**src/sink_out_consts.svh**
```systemverilog
// offsets, field positions, limit and refresh codes and timing counts of the sink output port
`ifndef SINK_OUT_CONSTS_SVH
`define SINK_OUT_CONSTS_SVH

`define CLK_MHZ        20
`define TICK_US        10
`define TICK_CYC       (`TICK_US * `CLK_MHZ)
`define CHANNELS       16

`define ADDR_OUT_WORD  12'h000
`define ADDR_CHAN_SET  12'h004
`define ADDR_LIMIT_SEL 12'h008
`define ADDR_THR_A     12'h00C
`define ADDR_THR_B     12'h010
`define ADDR_REFRESH   12'h014
`define ADDR_STAT_ACT  12'h018
`define ADDR_STAT_A    12'h01C
`define ADDR_STAT_B    12'h020
`define ADDR_IRQ_STAT  12'h024
`define ADDR_IRQ_MASK  12'h028
`define ADDR_MODULE_ID 12'h02C
`define ADDR_SERIAL    12'h030
`define ADDR_VENDOR    12'h034

`define CHAN_IDX_LSB   0
`define CHAN_VAL_BIT   8
`define OVERTEMP_BIT   16

`define LIM_KEEP       2'h0
`define LIM_A          2'h1
`define LIM_B          2'h2
`define LIM_NONE       2'h3

`define REFRESH_OFF    8'h00
`define REFRESH_ONE    8'h01
`define REFRESH_MIN    8'h02

`endif

```
**src/sink_out_pkg.sv**
```systemverilog
// types of the sink output port
package sink_out_pkg;

  typedef struct packed {
    logic        valid;
    logic [15:0] mask;
    logic [15:0] data;
  } user_wr_s;

  typedef struct packed {
    logic [15:0]       drv;
    logic [15:0]       trip;
    logic [31:0]       limSel;
    logic [7:0]        thrA;
    logic [7:0]        thrB;
    logic [7:0]        refresh;
    logic [15:0]       ocAct;
    logic [15:0]       ocA;
    logic [15:0]       ocB;
    logic [16:0]       irqStat;
    logic [16:0]       irqMask;
    logic [7:0]        tickCnt;
    logic              tick;
    logic [15:0][7:0]  rfCnt;
    logic [15:0][7:0]  curS1;
    logic [15:0][7:0]  curS2;
    logic              otS1;
    logic              otS2;
    logic              otPrev;
    logic [15:0]       sinkOut;
    logic              irq;
    logic              pready;
    logic              pslverr;
    logic [31:0]       prdata;
  } state_s;

endpackage

```
**src/sink_out_port.sv**
```systemverilog
// sixteen channel current limited sinking output port with apb registers
//
// Overview of operation
// each of channels 0..15 can be written alone through the channel set register
// byte lanes write channels 7..0 and 15..8, highest channel in msb
// a full word write covers channels 15..0, channel 15 in msb
// user port and bus arbitrated only on same-cycle overlap, bus wins, fixed
// status read chooses active, A or B threshold by its address
// status read returns the module over-temperature flag
// status read returns per-channel overcurrent flags since previous read, then clears
// limit select codes per channel: keep, threshold A, threshold B, no limit
// threshold A is an 8-bit code, current over 5.12 A times 256
// threshold B is a separate 8-bit code with the same scaling
// refresh period 2..255 recovers a tripped channel after period times 10 us
// refresh period 0 keeps a tripped channel off until it is written again
// refresh period 1 behaves as a 20 us period
// run-time limit writes replace build-time defaults from then on
// read-only module id, serial number and vendor id
// over-threshold channel switches off at once; timer on 10 us ticks re-enables
`timescale 1ns/10ps
`include "sink_out_consts.svh"

module sink_out_port
  import sink_out_pkg::*;
#(
  parameter logic [31:0] MODULE_ID   = 32'h0000_5A5A, // arbitrary value
  parameter logic [31:0] SERIAL_NUM  = 32'h0000_0001, // arbitrary value
  parameter logic [31:0] VENDOR_ID   = 32'h0000_00AB, // arbitrary value
  parameter logic [31:0] INIT_LIMIT  = 32'hFFFF_FFFF,
  parameter logic [7:0]  INIT_THR_A  = 8'hFF,
  parameter logic [7:0]  INIT_THR_B  = 8'hFF,
  parameter logic [7:0]  INIT_PERIOD = 8'h00
) (
  // clock and reset
  input  wire logic             clk_sys,
  input  wire logic             srst,
  // apb slave
  input  wire logic             psel,
  input  wire logic             penable,
  input  wire logic             pwrite,
  input  wire logic [11:0]      paddr,
  input  wire logic [31:0]      pwdata,
  input  wire logic [3:0]       pstrb,
  output logic                  pready,
  output logic                  pslverr,
  output logic [31:0]           prdata,
  // user logic write port
  input  wire user_wr_s         userWr,
  // pins
  input  wire logic [15:0][7:0] chanCurrent,
  input  wire logic             overTemp,
  output logic [15:0]           sinkOut,
  // interrupt
  output logic                  irq
);

  state_s s;
  state_s next_s;

  function automatic logic over(input logic [7:0] cur, input logic [7:0] thr);
    over = cur > thr;
  endfunction

  logic        accWr;
  logic        accRd;
  logic        setup;
  logic [15:0] apbMask;
  logic [15:0] apbData;
  logic [15:0] usrMask;
  logic [15:0] wrMask;
  logic [15:0] clrAct;
  logic [15:0] clrA;
  logic [15:0] clrB;
  logic [15:0] tripEv;
  logic [16:0] w1c;
  logic [7:0]  period;
  logic [7:0]  cur;
  logic [1:0]  sel;
  logic        overAct;

  always_comb begin
    next_s  = s;
    accWr   = psel & penable & s.pready & pwrite;
    accRd   = psel & penable & s.pready & ~pwrite;
    setup   = psel & ~penable;
    apbMask = 16'h0000;
    apbData = 16'h0000;
    clrAct  = 16'h0000;
    clrA    = 16'h0000;
    clrB    = 16'h0000;
    tripEv  = 16'h0000;
    w1c     = 17'h00000;
    cur     = 8'h00;
    sel     = `LIM_KEEP;
    overAct = 1'b0;
    // pin synchronisers
    next_s.curS1  = chanCurrent;
    next_s.curS2  = s.curS1;
    next_s.otS1   = overTemp;
    next_s.otS2   = s.otS1;
    next_s.otPrev = s.otS2;
    // 10 us timebase
    next_s.tick = 1'b0;
    if (s.tickCnt == 8'(`TICK_CYC - 1)) begin
      next_s.tickCnt = 8'h00;
      next_s.tick    = 1'b1;
    end else begin
      next_s.tickCnt = s.tickCnt + 8'h01;
    end
    // bus writes
    if (accWr) begin
      case (paddr)
        `ADDR_OUT_WORD: begin
          apbMask = {{8{pstrb[1]}}, {8{pstrb[0]}}};
          apbData = pwdata[15:0];
        end
        `ADDR_CHAN_SET: begin
          apbMask = 16'h0001 << pwdata[`CHAN_IDX_LSB +: 4];
          apbData = {16{pwdata[`CHAN_VAL_BIT]}};
        end
        `ADDR_LIMIT_SEL: begin
          for (int i = 0; i < `CHANNELS; i++) begin
            if (pwdata[2*i +: 2] != `LIM_KEEP) begin
              next_s.limSel[2*i +: 2] = pwdata[2*i +: 2];
            end
          end
        end
        `ADDR_THR_A: begin
          if (pstrb[0]) begin
            next_s.thrA = pwdata[7:0];
          end
        end
        `ADDR_THR_B: begin
          if (pstrb[0]) begin
            next_s.thrB = pwdata[7:0];
          end
        end
        `ADDR_REFRESH: begin
          if (pstrb[0]) begin
            next_s.refresh = pwdata[7:0];
          end
        end
        `ADDR_IRQ_STAT: w1c = pwdata[16:0];
        `ADDR_IRQ_MASK: next_s.irqMask = pwdata[16:0];
        default: ;
      endcase
    end
    // read clears exactly the flags that were returned
    if (accRd) begin
      case (paddr)
        `ADDR_STAT_ACT: clrAct = s.prdata[15:0];
        `ADDR_STAT_A:   clrA = s.prdata[15:0];
        `ADDR_STAT_B:   clrB = s.prdata[15:0];
        default: ;
      endcase
    end
    // merge with user port, bus wins on overlapping channels
    usrMask = userWr.valid ? userWr.mask : 16'h0000;
    wrMask  = apbMask | usrMask;
    next_s.drv = (s.drv & ~wrMask) | (apbData & apbMask)
               | (userWr.data & usrMask & ~apbMask);
    // effective refresh period
    period = (s.refresh == `REFRESH_ONE) ? `REFRESH_MIN : s.refresh;
    for (int i = 0; i < `CHANNELS; i++) begin
      cur     = s.curS2[i];
      sel     = s.limSel[2*i +: 2];
      overAct = ((sel == `LIM_A) & over(cur, s.thrA))
              | ((sel == `LIM_B) & over(cur, s.thrB));
      next_s.ocA[i]   = (s.ocA[i] & ~clrA[i]) | over(cur, s.thrA);
      next_s.ocB[i]   = (s.ocB[i] & ~clrB[i]) | over(cur, s.thrB);
      next_s.ocAct[i] = (s.ocAct[i] & ~clrAct[i]) | overAct;
      if (wrMask[i]) begin
        next_s.trip[i]  = 1'b0;
        next_s.rfCnt[i] = 8'h00;
      end else if (s.sinkOut[i] & overAct) begin
        next_s.trip[i]  = 1'b1;
        next_s.rfCnt[i] = 8'h00;
        tripEv[i]       = 1'b1;
      end else if (s.trip[i] && period != `REFRESH_OFF && s.tick) begin
        if (s.rfCnt[i] + 8'h01 >= period) begin
          next_s.trip[i]  = 1'b0;
          next_s.rfCnt[i] = 8'h00;
        end else begin
          next_s.rfCnt[i] = s.rfCnt[i] + 8'h01;
        end
      end
    end
    next_s.sinkOut = next_s.drv & ~next_s.trip;
    // interrupts, new event wins over clear
    next_s.irqStat = (s.irqStat & ~w1c) | {s.otS2 & ~s.otPrev, tripEv};
    next_s.irq     = |(s.irqStat & s.irqMask);
    // apb answer, zero wait state, data captured in setup
    next_s.pready  = setup;
    next_s.pslverr = 1'b0;
    if (setup) begin
      next_s.prdata = 32'h0000_0000;
      case (paddr)
        `ADDR_OUT_WORD:  next_s.prdata = {16'h0000, s.drv};
        `ADDR_CHAN_SET:  next_s.prdata = {16'h0000, s.sinkOut};
        `ADDR_LIMIT_SEL: next_s.prdata = s.limSel;
        `ADDR_THR_A:     next_s.prdata = {24'h000000, s.thrA};
        `ADDR_THR_B:     next_s.prdata = {24'h000000, s.thrB};
        `ADDR_REFRESH:   next_s.prdata = {24'h000000, s.refresh};
        `ADDR_STAT_ACT:  next_s.prdata = {15'h0000, s.otS2, s.ocAct};
        `ADDR_STAT_A:    next_s.prdata = {15'h0000, s.otS2, s.ocA};
        `ADDR_STAT_B:    next_s.prdata = {15'h0000, s.otS2, s.ocB};
        `ADDR_IRQ_STAT:  next_s.prdata = {15'h0000, s.irqStat};
        `ADDR_IRQ_MASK:  next_s.prdata = {15'h0000, s.irqMask};
        `ADDR_MODULE_ID: next_s.prdata = MODULE_ID;
        `ADDR_SERIAL:    next_s.prdata = SERIAL_NUM;
        `ADDR_VENDOR:    next_s.prdata = VENDOR_ID;
        default:         next_s.pslverr = 1'b1;
      endcase
    end
  end

  always_ff @(posedge clk_sys) begin
    if (srst) begin
      s         <= '0;
      s.limSel  <= INIT_LIMIT;
      s.thrA    <= INIT_THR_A;
      s.thrB    <= INIT_THR_B;
      s.refresh <= INIT_PERIOD;
    end else begin
      s <= next_s;
    end
  end

  assign pready  = s.pready;
  assign pslverr = s.pslverr;
  assign prdata  = s.prdata;
  assign sinkOut = s.sinkOut;
  assign irq     = s.irq;

  property p_trip_off;
    @(posedge clk_sys) disable iff (srst)
    s.trip[0] |-> !sinkOut[0];
  endproperty
  a_trip_off: assert property (p_trip_off) else $error("tripped channel still on");

  property p_chan_set;
    @(posedge clk_sys) disable iff (srst)
    (accWr && paddr == `ADDR_CHAN_SET && pwdata[3:0] == 4'hD && !userWr.valid)
      |=> s.drv[13] == $past(pwdata[8]);
  endproperty
  a_chan_set: assert property (p_chan_set) else $error("single channel write lost");

  property p_low_byte;
    @(posedge clk_sys) disable iff (srst)
    (accWr && paddr == `ADDR_OUT_WORD && pstrb[1:0] == 2'h1 && !userWr.valid)
      |=> s.drv[15:8] == $past(s.drv[15:8]) && s.drv[7:0] == $past(pwdata[7:0]);
  endproperty
  a_low_byte: assert property (p_low_byte) else $error("low byte write wrong");

  property p_full_word;
    @(posedge clk_sys) disable iff (srst)
    (accWr && paddr == `ADDR_OUT_WORD && pstrb[1:0] == 2'h3)
      |=> s.drv == $past(pwdata[15:0]);
  endproperty
  a_full_word: assert property (p_full_word) else $error("full word write wrong");

  property p_ready;
    @(posedge clk_sys) disable iff (srst)
    (psel && !penable) |=> pready ##1 !pready;
  endproperty
  a_ready: assert property (p_ready) else $error("apb answer not one cycle"); // zero wait state apb answer

  property p_overtemp;
    @(posedge clk_sys) disable iff (srst)
    (setup && paddr == `ADDR_STAT_A) |=> prdata[`OVERTEMP_BIT] == $past(s.otS2);
  endproperty
  a_overtemp: assert property (p_overtemp) else $error("overtemp flag not reported");

  property p_hold_off;
    @(posedge clk_sys) disable iff (srst)
    (s.trip[0] && s.refresh == `REFRESH_OFF && !wrMask[0]) |=> s.trip[0];
  endproperty
  a_hold_off: assert property (p_hold_off) else $error("channel recovered without refresh");

  property p_keep;
    @(posedge clk_sys) disable iff (srst)
    (accWr && paddr == `ADDR_LIMIT_SEL && pwdata[1:0] == `LIM_KEEP)
      |=> s.limSel[1:0] == $past(s.limSel[1:0]);
  endproperty
  a_keep: assert property (p_keep) else $error("keep code changed a limit");

  property p_thr_b;
    @(posedge clk_sys) disable iff (srst)
    (accWr && paddr == `ADDR_THR_B && pstrb[0]) |=> s.thrB == $past(pwdata[7:0]);
  endproperty
  a_thr_b: assert property (p_thr_b) else $error("threshold b not stored");

  property p_irq;
    @(posedge clk_sys) disable iff (srst)
    ##1 irq == |($past(s.irqStat) & $past(s.irqMask));
  endproperty
  a_irq: assert property (p_irq) else $error("irq does not follow status and mask");

  property p_high_byte;
    @(posedge clk_sys) disable iff (srst)
    (accWr && paddr == `ADDR_OUT_WORD && pstrb[1:0] == 2'h2 && !userWr.valid)
      |=> s.drv[7:0] == $past(s.drv[7:0]) && s.drv[15:8] == $past(pwdata[15:8]);
  endproperty
  a_high_byte: assert property (p_high_byte) else $error("high byte write wrong");

  property p_user_write;
    @(posedge clk_sys) disable iff (srst)
    (userWr.valid && !accWr)
      |=> s.drv == (($past(s.drv) & ~$past(userWr.mask))
                 | ($past(userWr.data) & $past(userWr.mask)));
  endproperty
  a_user_write: assert property (p_user_write) else $error("user write lost");

  property p_bus_wins;
    @(posedge clk_sys) disable iff (srst)
    (accWr && paddr == `ADDR_OUT_WORD && userWr.valid)
      |=> (s.drv & $past(apbMask)) == ($past(pwdata[15:0]) & $past(apbMask));
  endproperty
  a_bus_wins: assert property (p_bus_wins) else $error("user write beat the bus");

  property p_trip;
    @(posedge clk_sys) disable iff (srst)
    (s.sinkOut[0] && s.limSel[1:0] == `LIM_A && s.curS2[0] > s.thrA && !wrMask[0])
      |=> s.trip[0] && !sinkOut[0];
  endproperty
  a_trip: assert property (p_trip) else $error("overcurrent did not switch off");

  property p_refresh_one;
    @(posedge clk_sys) disable iff (srst)
    (s.trip[0] && s.refresh == `REFRESH_ONE && s.tick && s.rfCnt[0] == 8'h00 && !wrMask[0])
      |=> s.trip[0] && s.rfCnt[0] == 8'h01;
  endproperty
  a_refresh_one: assert property (p_refresh_one) else $error("period one too short");

  property p_refresh_end;
    @(posedge clk_sys) disable iff (srst)
    (s.trip[0] && s.refresh >= `REFRESH_MIN && s.tick && !wrMask[0]
      && s.rfCnt[0] + 8'h01 >= s.refresh) |=> !s.trip[0];
  endproperty
  a_refresh_end: assert property (p_refresh_end) else $error("no recovery at period");

  property p_thr_a;
    @(posedge clk_sys) disable iff (srst)
    (accWr && paddr == `ADDR_THR_A && pstrb[0]) |=> s.thrA == $past(pwdata[7:0]);
  endproperty
  a_thr_a: assert property (p_thr_a) else $error("threshold a not stored");

  property p_write_clear;
    @(posedge clk_sys) disable iff (srst)
    wrMask[0] |=> !s.trip[0];
  endproperty
  a_write_clear: assert property (p_write_clear) else $error("write left channel tripped");

endmodule

```
**config.mk**
```make
export PLATFORM = sky130hd
export DESIGN_NAME = sink_out_port
export DESIGN_NICKNAME = d
export VERILOG_FILES = /design/src/sink_out_pkg.sv /design/src/sink_out_port.sv
export VERILOG_INCLUDE_DIRS = /design/src /design/src/src
export SDC_FILE = /design/constraint.sdc
export NUM_CORES = 2
export LEC_CHECK = 0
export ABC_AREA = 1
export BUFFER_PORTS_ARGS = -buffer_cell sky130_fd_sc_hd__buf_2
export CAP_MARGIN = 20
export CELL_PAD_IN_SITES_DETAIL_PLACEMENT = 0
export CELL_PAD_IN_SITES_GLOBAL_PLACEMENT = 1
export CORE_AREA = 5 5 271 405
export DETAILED_ROUTE_END_ITERATION = 12
export DIE_AREA = 0 0 276 410
export PLACE_DENSITY_LB_ADDON = 0.3
export SYNTH_ARGS = -nofsm -noshare
export SYNTH_HDL_FRONTEND = slang
export SYNTH_SLANG_ARGS = --single-unit
export TNS_END_PERCENT = 10
```
**constraint.sdc**
```tcl
create_clock -name clk_sys -period 5.5 [get_ports clk_sys]
set_clock_uncertainty 0.2 [all_clocks]
set_input_delay 0.275 -clock clk_sys [delete_from_list [all_inputs] [get_ports clk_sys]]
set_output_delay 0.275 -clock clk_sys [all_outputs]
set_load 0.01 [all_outputs]
```
==> flow_summary.ini <==
[sta]
fin_crit_ps = 3501
hold_viol_final = 0
setup_tns_ps = 0
worst_slew_pin_slew_ps = 1173
drv_slew = 0
relSlewSlack_pct = 21.71
finalCritPeriodShare_pct = 63.65
fmax_mhz = 285.7
rsz0062_at_grt = false
setup_viol = 0

[critical_path]
crit_required_ps = 5820
critPathMaxStageDelay_ps = 550
reg2reg_to = sinkOut[12]
worstPathCellList = nor2_1 -> nand2_1 -> nor4_1 -> nor2_1 -> buf_4 -> ha_1 -> inv_1 -> nand2_1 -> a21oi_1 -> nand2_1 -> nand2_1 -> nand2_1 -> nand2_1 -> nand2_1 -> nand2_1 -> nand2_1 -> nand2_1 -> nor2_1 -> dlygate4sd3_1
rr_startpoint = s[536]
crit_path_top_delay_cell = dlygate4sd3_1
reg2reg_setup_slack_ps = 2000
critPathLaunchType = flip-flop
cp.arrival_ps = 3820
path_class = flip-flop to flip-flop
end_kind = flip-flop
r2r_cells = 19
cp_max_fo = 16
crit_path_frequent_cell = nand2_1

[power_and_ir_drop]
power.switching_w = 0.002344
switching_share_pct = 23.93
p_comb_share_pct = 6.2
p_leak_nw = 20.93
pwr-share-clk_pct = 46.6
ir_drop_v = 0.0002229
internal_power_w = 0.007453
p_seq_share_pct = 47.2
total_power_w = 0.009797
p_per_area_nw_per_um2 = 234.9

[logic_synthesis]
yosys.area_share.simple_pct = 27.08
synth_compound_area_share_pct = 11.11
synth.area.mux_share_pct = 0
yosysWarnings = 0
synth_edf_count = 0
synth_top_family_by_area = simple AND/OR/NAND/NOR gates
synth_seq_cells = 617
synth_fp_nets = 5407
syn_inst = 4807
synth-xor-area-share_pct = 2.050
synth_ff_type = dfxtp_1
async_flop_share_pct = 0
synth.avg_cell_area_um2 = 7.200
seq_area_frac_synth_pct = 35.69
syn_area_um2 = 34610
synthAdderAreaFrac_pct = 13.92
netlist-cell-type-count = 50

[clock_network]
cts_tree = built
clk_latency_ps = 650
h-tree-depth = 3
cts_max_path_buffers = 3
clkSinkCount = 617
cts_inserted_buffers = 67
cts_setup_buffers = 0
clk_pin_slew_ps = 60
cts-root-buf = clkbuf_16

[floorplan]
rows = 146
start_util_pct = 32.78
die_area_um2 = 113200
core_um2 = 105600
die_h_um = 410
dieWidth_um = 276
ios = 266

[finish]
fin_nets = 5851
final_common_cell = nand2_1
final_cell_mix = nand2_1 (1030), inv_1 (694), dfxtp_1 (617)
area_growth_pct = 20.49
drive_gt1_share_pct = 9.451

[grt]
grt_pass1_wl_um = 177200
grt.total_usage_pct = 19.78
grt_overflow = 0
grt_pass1_vias = 30880
grt_antenna_before_repair = 5
grt_max_degree = 168

[drt]
first_pass_iters = 5
routed_wl_um = 115400
wl_per_cell_um = 17.20
drt-initial-drc-count = 1601
drc = 0
ant_nets = 0
dr_total_vias = 31690
routed_via_density = 4.721

[worst_hold_path]
hold_path_class = input pin to flip-flop
min_to = s[611]
worstHoldPathCells = 5
hold_start = pstrb[1]

[place]
dp_hpwl_um = 86770
io_buffers = 263
gp_congestion = 0.9141

[run_status]
status = completed

[job]
drv.max_cap_violation_count = 0
[repair_timing]
action,4_1_cts,5_1_grt
hold endpoints to repair,279,0
hold buffers,237,0
setup endpoints to repair,0,0
resized for setup,0,0
[worst max-delay path by stage]
stage | start | to | cells after the start
floorplan | s[531] | s[318] | 16
global placement | paddr[9] | s[449] | 10
detailed placement | paddr[9] | s[449] | 10
CTS | s[536] | sinkOut[12] | 19
global route | s[536] | sinkOut[12] | 19
finish | s[536] | sinkOut[12] | 19
[cells by family (layout without fill, tap and decap cells)]
kind of cell / count (synthesis) / count (layout)
AO/OA/AOI/OAI: 708 / 708
buffers and inverters: 867 / 1361
XOR/XNOR: 81 / 81
flip-flops: 617 / 617
adder cells (fa/ha/maj): 385 / 385
AND/OR/NAND/NOR: 2149 / 2149
other: 0 / 5
[metrics by stage]
stage | instances | hold slack, ps | util (%) | setup slack (ps) | instance area (µm²)
detailed placement | 6350 | 192.4 | 35.18 | 2265 | 37140
global route | 6707 | 77.39 | 39.48 | 1696 | 41690
CTS | 6706 | 1.890 | 39.48 | 1963 | 41680
floorplan | 4807 | 182.0 | - | 2714 | 34610
global placement | 6348 | 194.3 | 35.13 | 2345 | 37090
finish | 6712 | 47.14 | 39.50 | 1999 | 41700
[metal layers]
| metal | part of all wire, % | track usage [%] |
|---|---|---|
| met1 | 43 | 24.24 |
| met2 | 49 | 35.72 |
| met3 | 4.8 | 3.223 |
| met4 | 2.6 | 5.789 |
| met5 | 0 | 0 |
[area by class of cell]
cell class,instances,area (µm²)
inverter,709,2670
clock inverter,31,281.5
multi-input combinational,3323,18750
timing repair buffer,533,3991
fill,11330,63880
tap,1406,1759
antenna,5,12.51
sequential,617,12350
clock buffer,88,1888
[sequential cells by signal (all words and copies together), names as in the netlist]
name     flops
cur          8
sinkOut     16
irq          1
pslverr      1
pready       1
next_s     130
s          428
prdata      32
[synthesized netlist by cell type, types with 10 or more instances]
master	n	area (µm²)
a21boi_0	21	157.7
a21oi_1	404	2022
buf_2	22	110.1
buf_4	51	382.9
clkbuf_1	76	285.3
dfxtp_1	617	12350
ha_1	385	4817
inv_1	694	2605
nand2_1	1030	3866
nand2_2	23	143.9
nand3_1	350	1752
nand3b_1	13	97.59
nand4_1	102	638.1
nor2_1	546	2049
nor2_2	10	62.56
nor2_4	15	168.9
nor3_1	16	80.08
o211ai_1	23	172.7
o21a_1	32	240.2
o21ai_0	169	845.8
o21ai_1	16	80.08
xnor2_1	16	140.1
xor2_1	65	569.3
[power groups by stage]
stage	Sequential [W]	Combinational (W)	Clock, W
4_1_cts	0.00463	0.000613	0.00471
3_5_place_dp	0.00473	0.000481	0
6_report	0.00463	0.000609	0.00456
2_1_floorplan	0.00471	0.000277	0
5_1_grt	0.00463	0.000686	0.00487
3_3_place_gp	0.00473	0.000475	0
[worst max-delay path, delay by kind of cell, from the launching register on]
kind                       cells  cell delay (ps)
and+or+nand+nor               14             1540
buffers and inverters          3              850
AOI/OAI and AO/OA              1              120
adders and majority gates      1              310
DFF                            1              340
(Power assumes the default switching activity.)
